`config.mk`:
```
export PLATFORM = sky130hd
export DESIGN_NAME = dbp_top
export DESIGN_NICKNAME = d
export VERILOG_FILES = /design/src/dbp_pkg.sv /design/src/dbp_sync.sv /design/src/dbp_top.sv
export VERILOG_INCLUDE_DIRS = /design/src
export SDC_FILE = /design/constraint.sdc
export NUM_CORES = 1
export LEC_CHECK = 0
export BUFFER_PORTS_ARGS = -buffer_cell sky130_fd_sc_hd__buf_2
export CORE_MARGIN = 2
export CORE_UTILIZATION = 46
export DETAILED_ROUTE_END_ITERATION = 16
export GPL_ROUTABILITY_DRIVEN = 1
export PLACE_DENSITY = 0.83
export SYNTH_ARGS = -nofsm -noshare
export SYNTH_HDL_FRONTEND = slang
export SYNTH_SLANG_ARGS = --single-unit
```
`constraint.sdc`:
```
create_clock -name i_clk -period 1.9 [get_ports i_clk]
set_clock_uncertainty 0.2 [all_clocks]
set_input_delay 0.095 -clock i_clk [delete_from_list [all_inputs] [get_ports i_clk]]
set_output_delay 0.095 -clock i_clk [all_outputs]
set_load 0.02 [all_outputs]
```
`src/dbp_defines.svh`:
```
/*
 * Offsets, field positions, reset values and timing counts of the
 * diagnostic-bridge pin front end.
 * Assumes a 200 MHz core clock and a byte-addressed 32-bit register port.
 */
`ifndef DBP_DEFINES_SVH
`define DBP_DEFINES_SVH

////////////////////////////////////////////////////////////////////////////////
// Register offsets (byte addresses)
`define DBP_ADDR_W 8
`define DBP_OFS_CTRL 8'h00
`define DBP_OFS_CMD 8'h04
`define DBP_OFS_DRIVE 8'h08
`define DBP_OFS_STATUS 8'h0C

////////////////////////////////////////////////////////////////////////////////
// Control register fields
`define DBP_CTRL_PROTO_LSB 0
`define DBP_CTRL_SUPPLY_POL 2
`define DBP_CTRL_BAUD_OVR_EN 3
`define DBP_CTRL_STANDBY 4
`define DBP_CTRL_BAUD_OVR_LSB 8

// Drive register fields
`define DBP_DRV_POS 0
`define DBP_DRV_NEG 1
`define DBP_DRV_K 2
`define DBP_DRV_L 3

// Status register fields
`define DBP_ST_VPW 0
`define DBP_ST_ISO 1
`define DBP_ST_PWM 2
`define DBP_ST_MEM 3
`define DBP_ST_LF 4
`define DBP_ST_BAUD_LSB 5
`define DBP_ST_RUN 7

////////////////////////////////////////////////////////////////////////////////
// Synchronised pin vector positions
`define DBP_PIN_W 7
`define DBP_PIN_EXT_RST 0
`define DBP_PIN_MEM 1
`define DBP_PIN_BAUD 2
`define DBP_PIN_LF 3
`define DBP_PIN_VPW 4
`define DBP_PIN_ISO 5
`define DBP_PIN_PWM 6

////////////////////////////////////////////////////////////////////////////////
// Reset values
`define DBP_RST_BAUD_OVR 8'h00
`define DBP_RST_DRIVE 4'h0

////////////////////////////////////////////////////////////////////////////////
// Timing
`define DBP_CLK_MHZ 200
`define DBP_EXT_RST_MIN_NS 2000
`define DBP_EXT_RST_CYCLES ((`DBP_EXT_RST_MIN_NS * `DBP_CLK_MHZ + 999) / 1000)
`define DBP_SYNC_STAGES 2
`define DBP_CNT_W 9

`endif

```
`src/dbp_pkg.sv`:
```
/*
 * Types of the diagnostic-bridge pin front end.
 * Assumes dbp_defines.svh is on the include path.
 */
`include "dbp_defines.svh"

package dbp_pkg;

    typedef enum logic [1:0] {
        DBP_PROTO_VPW = 2'h0,
        DBP_PROTO_PWM = 2'h1,
        DBP_PROTO_ISO = 2'h2
    } dbp_proto_t;

    typedef enum logic [1:0] {
        DBP_CMD_MEM_OFF = 2'h0,
        DBP_CMD_MEM_ON = 2'h1,
        DBP_CMD_LF_OFF = 2'h2,
        DBP_CMD_LF_ON = 2'h3
    } dbp_cmd_t;

    typedef enum logic [1:0] {
        DBP_BAUD_9600 = 2'h0,
        DBP_BAUD_38400 = 2'h1,
        DBP_BAUD_OVERRIDE = 2'h2
    } dbp_baud_t;

    typedef enum logic [1:0] {
        DBP_LATCH_WAIT,
        DBP_RUN,
        DBP_EXT_RESET
    } dbp_state_t;

    typedef struct packed {
        logic pos;
        logic neg;
        logic k;
        logic l;
    } dbp_drive_t;

    typedef struct packed {
        dbp_state_t state;
        logic [`DBP_CNT_W-1:0] cnt;
        dbp_proto_t proto;
        logic supply_pol;
        logic baud_ovr_en;
        logic [7:0] baud_ovr;
        logic standby;
        logic baud_strap;
        logic mem_en;
        logic lf_en;
        logic [3:0] drive_req;
        dbp_drive_t drive;
        logic supply_sel;
        logic osc_en;
        dbp_baud_t baud_sel;
        logic vpw_act;
        logic iso_act;
        logic pwm_act;
        logic [31:0] rd_data;
    } dbp_st_t;

endpackage : dbp_pkg

```
`src/dbp_sync.sv`:
```
/*
 * Two-flop synchroniser for a vector of asynchronous pin inputs.
 * Assumes each bit is an independent level; no bit relation is kept.
 */
`timescale 1ns/1ps

module dbp_sync #(
    parameter int W = 1,
    parameter logic [W-1:0] RST_VAL = '0
) (
    // Clock and reset
    input wire logic i_clk,
    input wire logic i_rst_b,
    // Pins and synchronised copy
    input wire logic [W-1:0] i_async,
    output logic [W-1:0] o_sync
);

    genvar g;
    generate
        for (g = 0; g < W; g++) begin : g_bit
            logic meta_reg;
            logic sync_reg;
            always_ff @(posedge i_clk or negedge i_rst_b) begin
                if (!i_rst_b) begin
                    meta_reg <= RST_VAL[g];
                    sync_reg <= RST_VAL[g];
                end else begin
                    meta_reg <= i_async[g];
                    sync_reg <= meta_reg;
                end
            end
            assign o_sync[g] = sync_reg;
        end
    endgenerate

endmodule : dbp_sync

```
`src/dbp_top.sv`:
```
/*
 * Pin front end of a vehicle-diagnostic to serial bridge: strap capture,
 * external reset filter, bus supply select, line drivers, receive inputs
 * and the crystal oscillator enable, with a small register port.
 * Assumes all pins are asynchronous to i_clk and that i_rst_b is the
 * power-on reset.
 */
// Our own choices: the register offsets and the plain strobed port.
// Summary of operation
// - A low on the external reset pin held for at least 2 us gives a full reset.
// - Bus supply select is high for VPW (8V) and low for PWM (5V), inverted by the supply_pol control register bit.
// - The positive line drive is high only while the positive bus line is forced active.
// - The negative line drive forces the negative line dominant and is used only for PWM.
// - The memory strap sampled at reset sets the default of the memory function.
// - Memory on and off commands override that default at any time while running; writes are ignored outside running.
// - The baud strap sets 38400 (or the override rate) when high and 9600 when low.
// - The line-end strap sets CR plus LF when high and CR alone when low.
// - Linefeed on and off commands override the line-end default at any time while running; writes are ignored outside running.
// - The crystal oscillator runs normally and is stopped in standby.
// - The VPW receive input is active high; low is the idle state.
// - The K-line receive input is active low; high is the idle state.
// - The PWM receive input is active low; high is the idle state.
// - K-line and L-line drive outputs are high to force dominant and low to release.
`timescale 1ns/1ps
`include "dbp_defines.svh"

module dbp_top (
    // Clock and reset
    input wire logic i_clk,
    input wire logic i_rst_b,
    // Reset pin and straps
    input wire logic i_ext_reset_n,
    input wire logic i_memory_strap,
    input wire logic i_baud_strap,
    input wire logic i_line_end_strap,
    // Bus receive inputs
    input wire logic i_variable_pulse_rx,
    input wire logic i_iso_rx_n,
    input wire logic i_pulse_width_rx_n,
    // Register port
    input wire logic [`DBP_ADDR_W-1:0] i_addr,
    input wire logic [31:0] i_wr_data,
    input wire logic i_wr_en,
    input wire logic i_rd_en,
    output logic [31:0] o_rd_data,
    // Bus drivers
    output logic o_bus_supply_select,
    output logic o_pos_line_drive,
    output logic o_neg_line_drive,
    output logic o_k_line_drive,
    output logic o_l_line_drive,
    // Oscillator and host settings
    output logic o_osc_enable,
    output dbp_pkg::dbp_baud_t o_baud_sel,
    output logic [7:0] o_baud_override,
    output logic o_mem_enable,
    output logic o_linefeed_enable,
    // Received bus activity and run state
    output logic o_vpw_active,
    output logic o_iso_active,
    output logic o_pwm_active,
    output logic o_running
);

    ////////////////////////////////////////////////////////////////////////////
    // Pin synchronisers

    localparam logic [`DBP_CNT_W-1:0] EXT_RST_CYC = `DBP_CNT_W'(`DBP_EXT_RST_CYCLES);
    localparam logic [`DBP_CNT_W-1:0] SYNC_CYC = `DBP_CNT_W'(`DBP_SYNC_STAGES);
    // Idle levels: reset pin high, VPW low, ISO and PWM high
    localparam logic [`DBP_PIN_W-1:0] PIN_IDLE = 7'h61;

    logic [`DBP_PIN_W-1:0] pins_async;
    logic [`DBP_PIN_W-1:0] pins;

    assign pins_async = {i_pulse_width_rx_n, i_iso_rx_n, i_variable_pulse_rx,
                         i_line_end_strap, i_baud_strap, i_memory_strap, i_ext_reset_n};

    dbp_sync #(
        .W(`DBP_PIN_W),
        .RST_VAL(PIN_IDLE)
    ) u_sync (
        .i_clk(i_clk),
        .i_rst_b(i_rst_b),
        .i_async(pins_async),
        .o_sync(pins)
    );

    ////////////////////////////////////////////////////////////////////////////
    // Helpers

    function automatic logic hit(input logic [`DBP_ADDR_W-1:0] a,
                                 input logic [`DBP_ADDR_W-1:0] ofs);
        hit = (a == ofs);
    endfunction : hit

    function automatic dbp_pkg::dbp_baud_t baud_of(input logic strap, input logic ovr_en);
        if (!strap) begin
            baud_of = dbp_pkg::DBP_BAUD_9600;
        end else if (ovr_en) begin
            baud_of = dbp_pkg::DBP_BAUD_OVERRIDE;
        end else begin
            baud_of = dbp_pkg::DBP_BAUD_38400;
        end
    endfunction : baud_of

    ////////////////////////////////////////////////////////////////////////////
    // State

    dbp_pkg::dbp_st_t st_reg;
    dbp_pkg::dbp_st_t st_next;

    localparam dbp_pkg::dbp_st_t ST_RST = '{
        state: dbp_pkg::DBP_LATCH_WAIT,
        cnt: '0,
        proto: dbp_pkg::DBP_PROTO_VPW,
        supply_pol: 1'b0,
        baud_ovr_en: 1'b0,
        baud_ovr: `DBP_RST_BAUD_OVR,
        standby: 1'b0,
        baud_strap: 1'b0,
        mem_en: 1'b0,
        lf_en: 1'b0,
        drive_req: `DBP_RST_DRIVE,
        drive: '0,
        supply_sel: 1'b1,
        osc_en: 1'b1,
        baud_sel: dbp_pkg::DBP_BAUD_9600,
        vpw_act: 1'b0,
        iso_act: 1'b0,
        pwm_act: 1'b0,
        rd_data: '0
    };

    logic run;
    logic wr_ok;

    assign run = (st_reg.state == dbp_pkg::DBP_RUN);
    assign wr_ok = i_wr_en && run;

    ////////////////////////////////////////////////////////////////////////////
    // Next-state logic

    always_comb begin
        st_next = st_reg;
        st_next.rd_data = '0;

        // Reset pin filter and strap capture
        case (st_reg.state)
            dbp_pkg::DBP_LATCH_WAIT: begin
                // Wait until the strap samples have crossed the synchroniser
                if (st_reg.cnt >= SYNC_CYC) begin
                    st_next.state = dbp_pkg::DBP_RUN;
                    st_next.cnt = '0;
                    st_next.mem_en = pins[`DBP_PIN_MEM];
                    st_next.baud_strap = pins[`DBP_PIN_BAUD];
                    st_next.lf_en = pins[`DBP_PIN_LF];
                end else begin
                    st_next.cnt = st_reg.cnt + `DBP_CNT_W'(1);
                end
            end
            dbp_pkg::DBP_RUN: begin
                if (!pins[`DBP_PIN_EXT_RST]) begin
                    if (st_reg.cnt >= EXT_RST_CYC - `DBP_CNT_W'(1)) begin
                        st_next.state = dbp_pkg::DBP_EXT_RESET;
                        st_next.cnt = '0;
                    end else begin
                        st_next.cnt = st_reg.cnt + `DBP_CNT_W'(1);
                    end
                end else begin
                    st_next.cnt = '0;
                end
            end
            dbp_pkg::DBP_EXT_RESET: begin
                // Full reset of everything but the stored parameters
                st_next.proto = dbp_pkg::DBP_PROTO_VPW;
                st_next.standby = 1'b0;
                st_next.drive_req = `DBP_RST_DRIVE;
                st_next.mem_en = 1'b0;
                st_next.lf_en = 1'b0;
                st_next.baud_strap = 1'b0;
                st_next.cnt = '0;
                if (pins[`DBP_PIN_EXT_RST]) begin
                    st_next.state = dbp_pkg::DBP_LATCH_WAIT;
                end
            end
            default: begin
                st_next.state = dbp_pkg::DBP_LATCH_WAIT;
                st_next.cnt = '0;
            end
        endcase

        // Register writes
        if (wr_ok && hit(i_addr, `DBP_OFS_CTRL)) begin
            st_next.proto = dbp_pkg::dbp_proto_t'(i_wr_data[`DBP_CTRL_PROTO_LSB +: 2]);
            st_next.supply_pol = i_wr_data[`DBP_CTRL_SUPPLY_POL];
            st_next.baud_ovr_en = i_wr_data[`DBP_CTRL_BAUD_OVR_EN];
            st_next.standby = i_wr_data[`DBP_CTRL_STANDBY];
            st_next.baud_ovr = i_wr_data[`DBP_CTRL_BAUD_OVR_LSB +: 8];
        end
        if (wr_ok && hit(i_addr, `DBP_OFS_CMD)) begin
            case (dbp_pkg::dbp_cmd_t'(i_wr_data[1:0]))
                dbp_pkg::DBP_CMD_MEM_OFF: st_next.mem_en = 1'b0;
                dbp_pkg::DBP_CMD_MEM_ON: st_next.mem_en = 1'b1;
                dbp_pkg::DBP_CMD_LF_OFF: st_next.lf_en = 1'b0;
                dbp_pkg::DBP_CMD_LF_ON: st_next.lf_en = 1'b1;
                default: st_next.mem_en = st_reg.mem_en;
            endcase
        end
        if (wr_ok && hit(i_addr, `DBP_OFS_DRIVE)) begin
            st_next.drive_req = i_wr_data[3:0];
        end

        // Pin outputs; the line drives are all released outside running and in standby
        st_next.drive.pos = 1'b0;
        st_next.drive.neg = 1'b0;
        st_next.drive.k = 1'b0;
        st_next.drive.l = 1'b0;
        if (st_next.state == dbp_pkg::DBP_RUN && !st_next.standby) begin
            st_next.drive.pos = st_next.drive_req[`DBP_DRV_POS];
            st_next.drive.neg = st_next.drive_req[`DBP_DRV_NEG]
                && (st_next.proto == dbp_pkg::DBP_PROTO_PWM);
            st_next.drive.k = st_next.drive_req[`DBP_DRV_K];
            st_next.drive.l = st_next.drive_req[`DBP_DRV_L];
        end
        st_next.supply_sel = (st_next.proto == dbp_pkg::DBP_PROTO_VPW)
            ^ st_next.supply_pol;
        st_next.osc_en = !st_next.standby;
        st_next.baud_sel = baud_of(st_next.baud_strap, st_next.baud_ovr_en);

        // Receive inputs normalised to active high
        st_next.vpw_act = pins[`DBP_PIN_VPW];
        st_next.iso_act = !pins[`DBP_PIN_ISO];
        st_next.pwm_act = !pins[`DBP_PIN_PWM];

        // Register reads, data valid in the following cycle only
        if (i_rd_en) begin
            if (hit(i_addr, `DBP_OFS_CTRL)) begin
                st_next.rd_data[`DBP_CTRL_PROTO_LSB +: 2] = st_reg.proto;
                st_next.rd_data[`DBP_CTRL_SUPPLY_POL] = st_reg.supply_pol;
                st_next.rd_data[`DBP_CTRL_BAUD_OVR_EN] = st_reg.baud_ovr_en;
                st_next.rd_data[`DBP_CTRL_STANDBY] = st_reg.standby;
                st_next.rd_data[`DBP_CTRL_BAUD_OVR_LSB +: 8] = st_reg.baud_ovr;
            end else if (hit(i_addr, `DBP_OFS_DRIVE)) begin
                st_next.rd_data[3:0] = st_reg.drive_req;
            end else if (hit(i_addr, `DBP_OFS_STATUS)) begin
                st_next.rd_data[`DBP_ST_VPW] = st_reg.vpw_act;
                st_next.rd_data[`DBP_ST_ISO] = st_reg.iso_act;
                st_next.rd_data[`DBP_ST_PWM] = st_reg.pwm_act;
                st_next.rd_data[`DBP_ST_MEM] = st_reg.mem_en;
                st_next.rd_data[`DBP_ST_LF] = st_reg.lf_en;
                st_next.rd_data[`DBP_ST_BAUD_LSB +: 2] = st_reg.baud_sel;
                st_next.rd_data[`DBP_ST_RUN] = run;
            end
        end
    end

    ////////////////////////////////////////////////////////////////////////////
    // State register

    always_ff @(posedge i_clk or negedge i_rst_b) begin
        if (!i_rst_b) begin
            st_reg <= ST_RST;
        end else begin
            st_reg <= st_next;
        end
    end

    ////////////////////////////////////////////////////////////////////////////
    // Outputs

    assign o_rd_data = st_reg.rd_data;
    assign o_bus_supply_select = st_reg.supply_sel;
    assign o_pos_line_drive = st_reg.drive.pos;
    assign o_neg_line_drive = st_reg.drive.neg;
    assign o_k_line_drive = st_reg.drive.k;
    assign o_l_line_drive = st_reg.drive.l;
    assign o_osc_enable = st_reg.osc_en;
    assign o_baud_sel = st_reg.baud_sel;
    assign o_baud_override = st_reg.baud_ovr;
    assign o_mem_enable = st_reg.mem_en;
    assign o_linefeed_enable = st_reg.lf_en;
    assign o_vpw_active = st_reg.vpw_act;
    assign o_iso_active = st_reg.iso_act;
    assign o_pwm_active = st_reg.pwm_act;
    assign o_running = (st_reg.state == dbp_pkg::DBP_RUN);

endmodule : dbp_top

```
==> results.cfg <==
[critical_path]
path_max_fanout = 3
critical_path_class = register to register
end_kind = register
arrival_ns = 1.90
cp-start-kind = register
worst_ep_required_time_ns = 1.93

[finish]
fillCellCount = 575
nNetsFinal = 432
largest_register_ffs = 21
final_cells = 480
n_antenna_cell = 0
drive_gt1_frac = 0.372
post-route-util = 0.600
area_growth_pct = 25.6

[clock_network]
clk_pin_slew_ns = 0.07
clkSinkCount = 72
cts.htree.levels = 3
cts_tree = done
max-clock-path-buffers = 2
insertion_delay_ns = 0.34
ctsRootBufferMaster = clkbuf_8
cts_buffers = 9

[grt]
grt_first_pass_wirelength_mm = 10.4
grt.total_usage = 0.179
grt_pass1_vias = 2216
antenna_found_initial = 0
globalRouteOverflowTotal = 0
grt_max_degree = 73

[sta]
drv_slew = 0
finalHoldViolCount = 0
rsz0062_at_grt = yes
layout_min_cycle_time_ns = 1.87
hold-worst-slack_ns = 0.0356
layout_setup_ws_ns = 0.0349
fmax_mhz = 536
setup_viol = 0
fin_crit_sh = 0.982

[place]
gp_congestion = 0.851
dp_cells = 434
portBuffers = 69
place_ws_ns = -0.0200
dp.final_hpwl_mm = 4.50

[synthesis]
syn_inst = 286
syn_avg_cell_area_um2 = 11.4
synth.distinct_cells = 42
synth_edf_count = 0
ys_seq_area_frac = 0.555
synth_area_um2 = 3260
async_flop_share = 1.00
ys.flop_type = dfrtp_1
ys_ff_latch = 72
ys_warn_count = 0

[floorplan]
dieArea_um2 = 7790
die_w_um = 88.2
core_area_um2 = 6830
num_rows = 30
start_util = 0.478
fp.dieH_um = 88.2
io_pins = 105

[min_path]
hold_class = input port to register

[drt]
wl_per_cell_um = 13.6
dr.first_iter.drc_count = 140
vias = 2286
wl_mm = 6.54
postRouteAntennaNets = 0
routed_via_density = 4.76
firstDrtPassIters = 4
drc = 0

[power_and_ir_drop]
leakagePower_uw = 0.00207
peakVddDrop_mv = 0.604
powerDensity_nw_per_um2 = 840

[run_status]
status = complete, no violations

[run]
max_cap_viol_count = 0
cells by family (layout without fill, tap and decap cells):
group                      Yosys count  count (layout)  synth area share
and+or+nand+nor                     81              81             0.147
DFF                                 72              72             0.555
buffers and inverters               69             152             0.131
AOI/OAI and AO/OA                   30              30            0.0590
muxes                               22              22            0.0751
xor gates and xnor gates             9               9            0.0241
adders and majority gates            2               2           0.00766
other                                1              16           0.00115
report_power, final:
group          switching [uW]  internal [uW]  total, uW  leakage (uW)
logic                     350            360        710       0.00110
clock network             575            472       1050     0.0000854
registers                69.2           1620       1690      0.000884
metrics by stage:
step	power, uW	area (um2)	setup TNS, ns
after detailed placement	2310	3590	-0.0681
after CTS	3420	4020	0
after global placement	2290	3590	0
final	3450	4100	0
after floorplan	2090	3330	0
after global routing	3640	4100	-0.0933
layer usage:
layer  global-route usage  part of all wire  vias up
met1                0.222              0.42     1108
met2                0.291              0.51       68
met5                    0                 0        -
met4               0.0702             0.015        0
met3               0.0616             0.052        7
li1                     -                 -     1103
worst max-delay path: stages, from the launching register on:
cell and delay, ns:
dfrtp_1 0.37, inv_1 0.08, ha_4 0.16, nor4_4 0.22, buf_4 0.17, nand3_1 0.08
a221o_1 0.33, nor2b_1 0.14
cells in the mapped netlist, types with 2 or more instances:
master | count | area share
mux2_2 | 17 | 0.059
nor3_1 | 5 | 0.0077
nor4_2 | 2 | 0.0077
a21oi_1 | 12 | 0.018
and4_1 | 5 | 0.013
nor2b_1 | 5 | 0.0096
inv_1 | 19 | 0.022
o21ai_0 | 6 | 0.0092
ha_1 | 2 | 0.0077
and3_1 | 2 | 0.0038
nor2_1 | 6 | 0.0069
and2_1 | 11 | 0.021
o2bb2ai_1 | 4 | 0.011
o211ai_1 | 2 | 0.0046
nand4_1 | 7 | 0.013
nand2b_1 | 2 | 0.0038
clkbuf_1 | 4 | 0.0046
dfrtp_1 | 64 | 0.49
buf_2 | 3 | 0.0046
xor2_1 | 6 | 0.016
mux2i_1 | 4 | 0.012
nand3_1 | 8 | 0.012
a311oi_1 | 2 | 0.0054
buf_4 | 42 | 0.097
dfstp_2 | 8 | 0.064
nand2_1 | 20 | 0.023
xnor2_1 | 3 | 0.0081
area by class of cell:
cell class / count / area [um2] / share of cell area
sequential: 72 / 1810 / 0.442
multi-input combinational: 160 / 1140 / 0.278
timing repair buffer: 117 / 787 / 0.192
clock buffer: 9 / 124 / 0.0302
tap: 96 / 120 / 0.0293
inverter: 19 / 71.3 / 0.0174
clock inverter: 7 / 47.5 / 0.0116
repair_timing:
action                                 in CTS  in global routing
resized for setup                           2                 12
setup endpoints to repair                  11                 24
buffers inserted                            0                  4
hold buffers                               26                  0
pin swaps                                   0                  5
endpoints found under the hold margin     104                  0
cells in the final DEF (no fill, tap or decap), types with 5 or more instances in the layout:
| master | n |
|---|---|
| a21oi_1 | 12 |
| nand2_1 | 20 |
| clkbuf_8 | 9 |
| o21ai_0 | 5 |
| buf_2 | 69 |
| nor2_1 | 6 |
| nor2b_1 | 5 |
| mux2_2 | 17 |
| dlygate4sd3_1 | 26 |
| dfstp_2 | 8 |
| nand4_1 | 7 |
| conb_1 | 16 |
| dfrtp_1 | 63 |
| xor2_1 | 6 |
| buf_4 | 20 |
| and2_1 | 11 |
| nand3_1 | 8 |
| inv_1 | 19 |
path summary, 6_finish.rpt:
check                                          from                  endpoint  slack (ns)  depth (start not counted)
min reg2reg                u_sync.g_bit[4].sync_reg              o_vpw_active        0.15                          0
min                                       i_addr[6]                st_reg[62]        0.04                          5
max reg2reg                              st_reg[63]             o_baud_sel[0]        0.03                          7
max in group asynchronous                   i_rst_b       o_bus_supply_select        1.06                          3
max                                      st_reg[63]             o_baud_sel[0]        0.03                          7
min in group asynchronous                   i_rst_b  u_sync.g_bit[2].meta_reg        0.09                          3
Power figures use the tool's default switching activity.
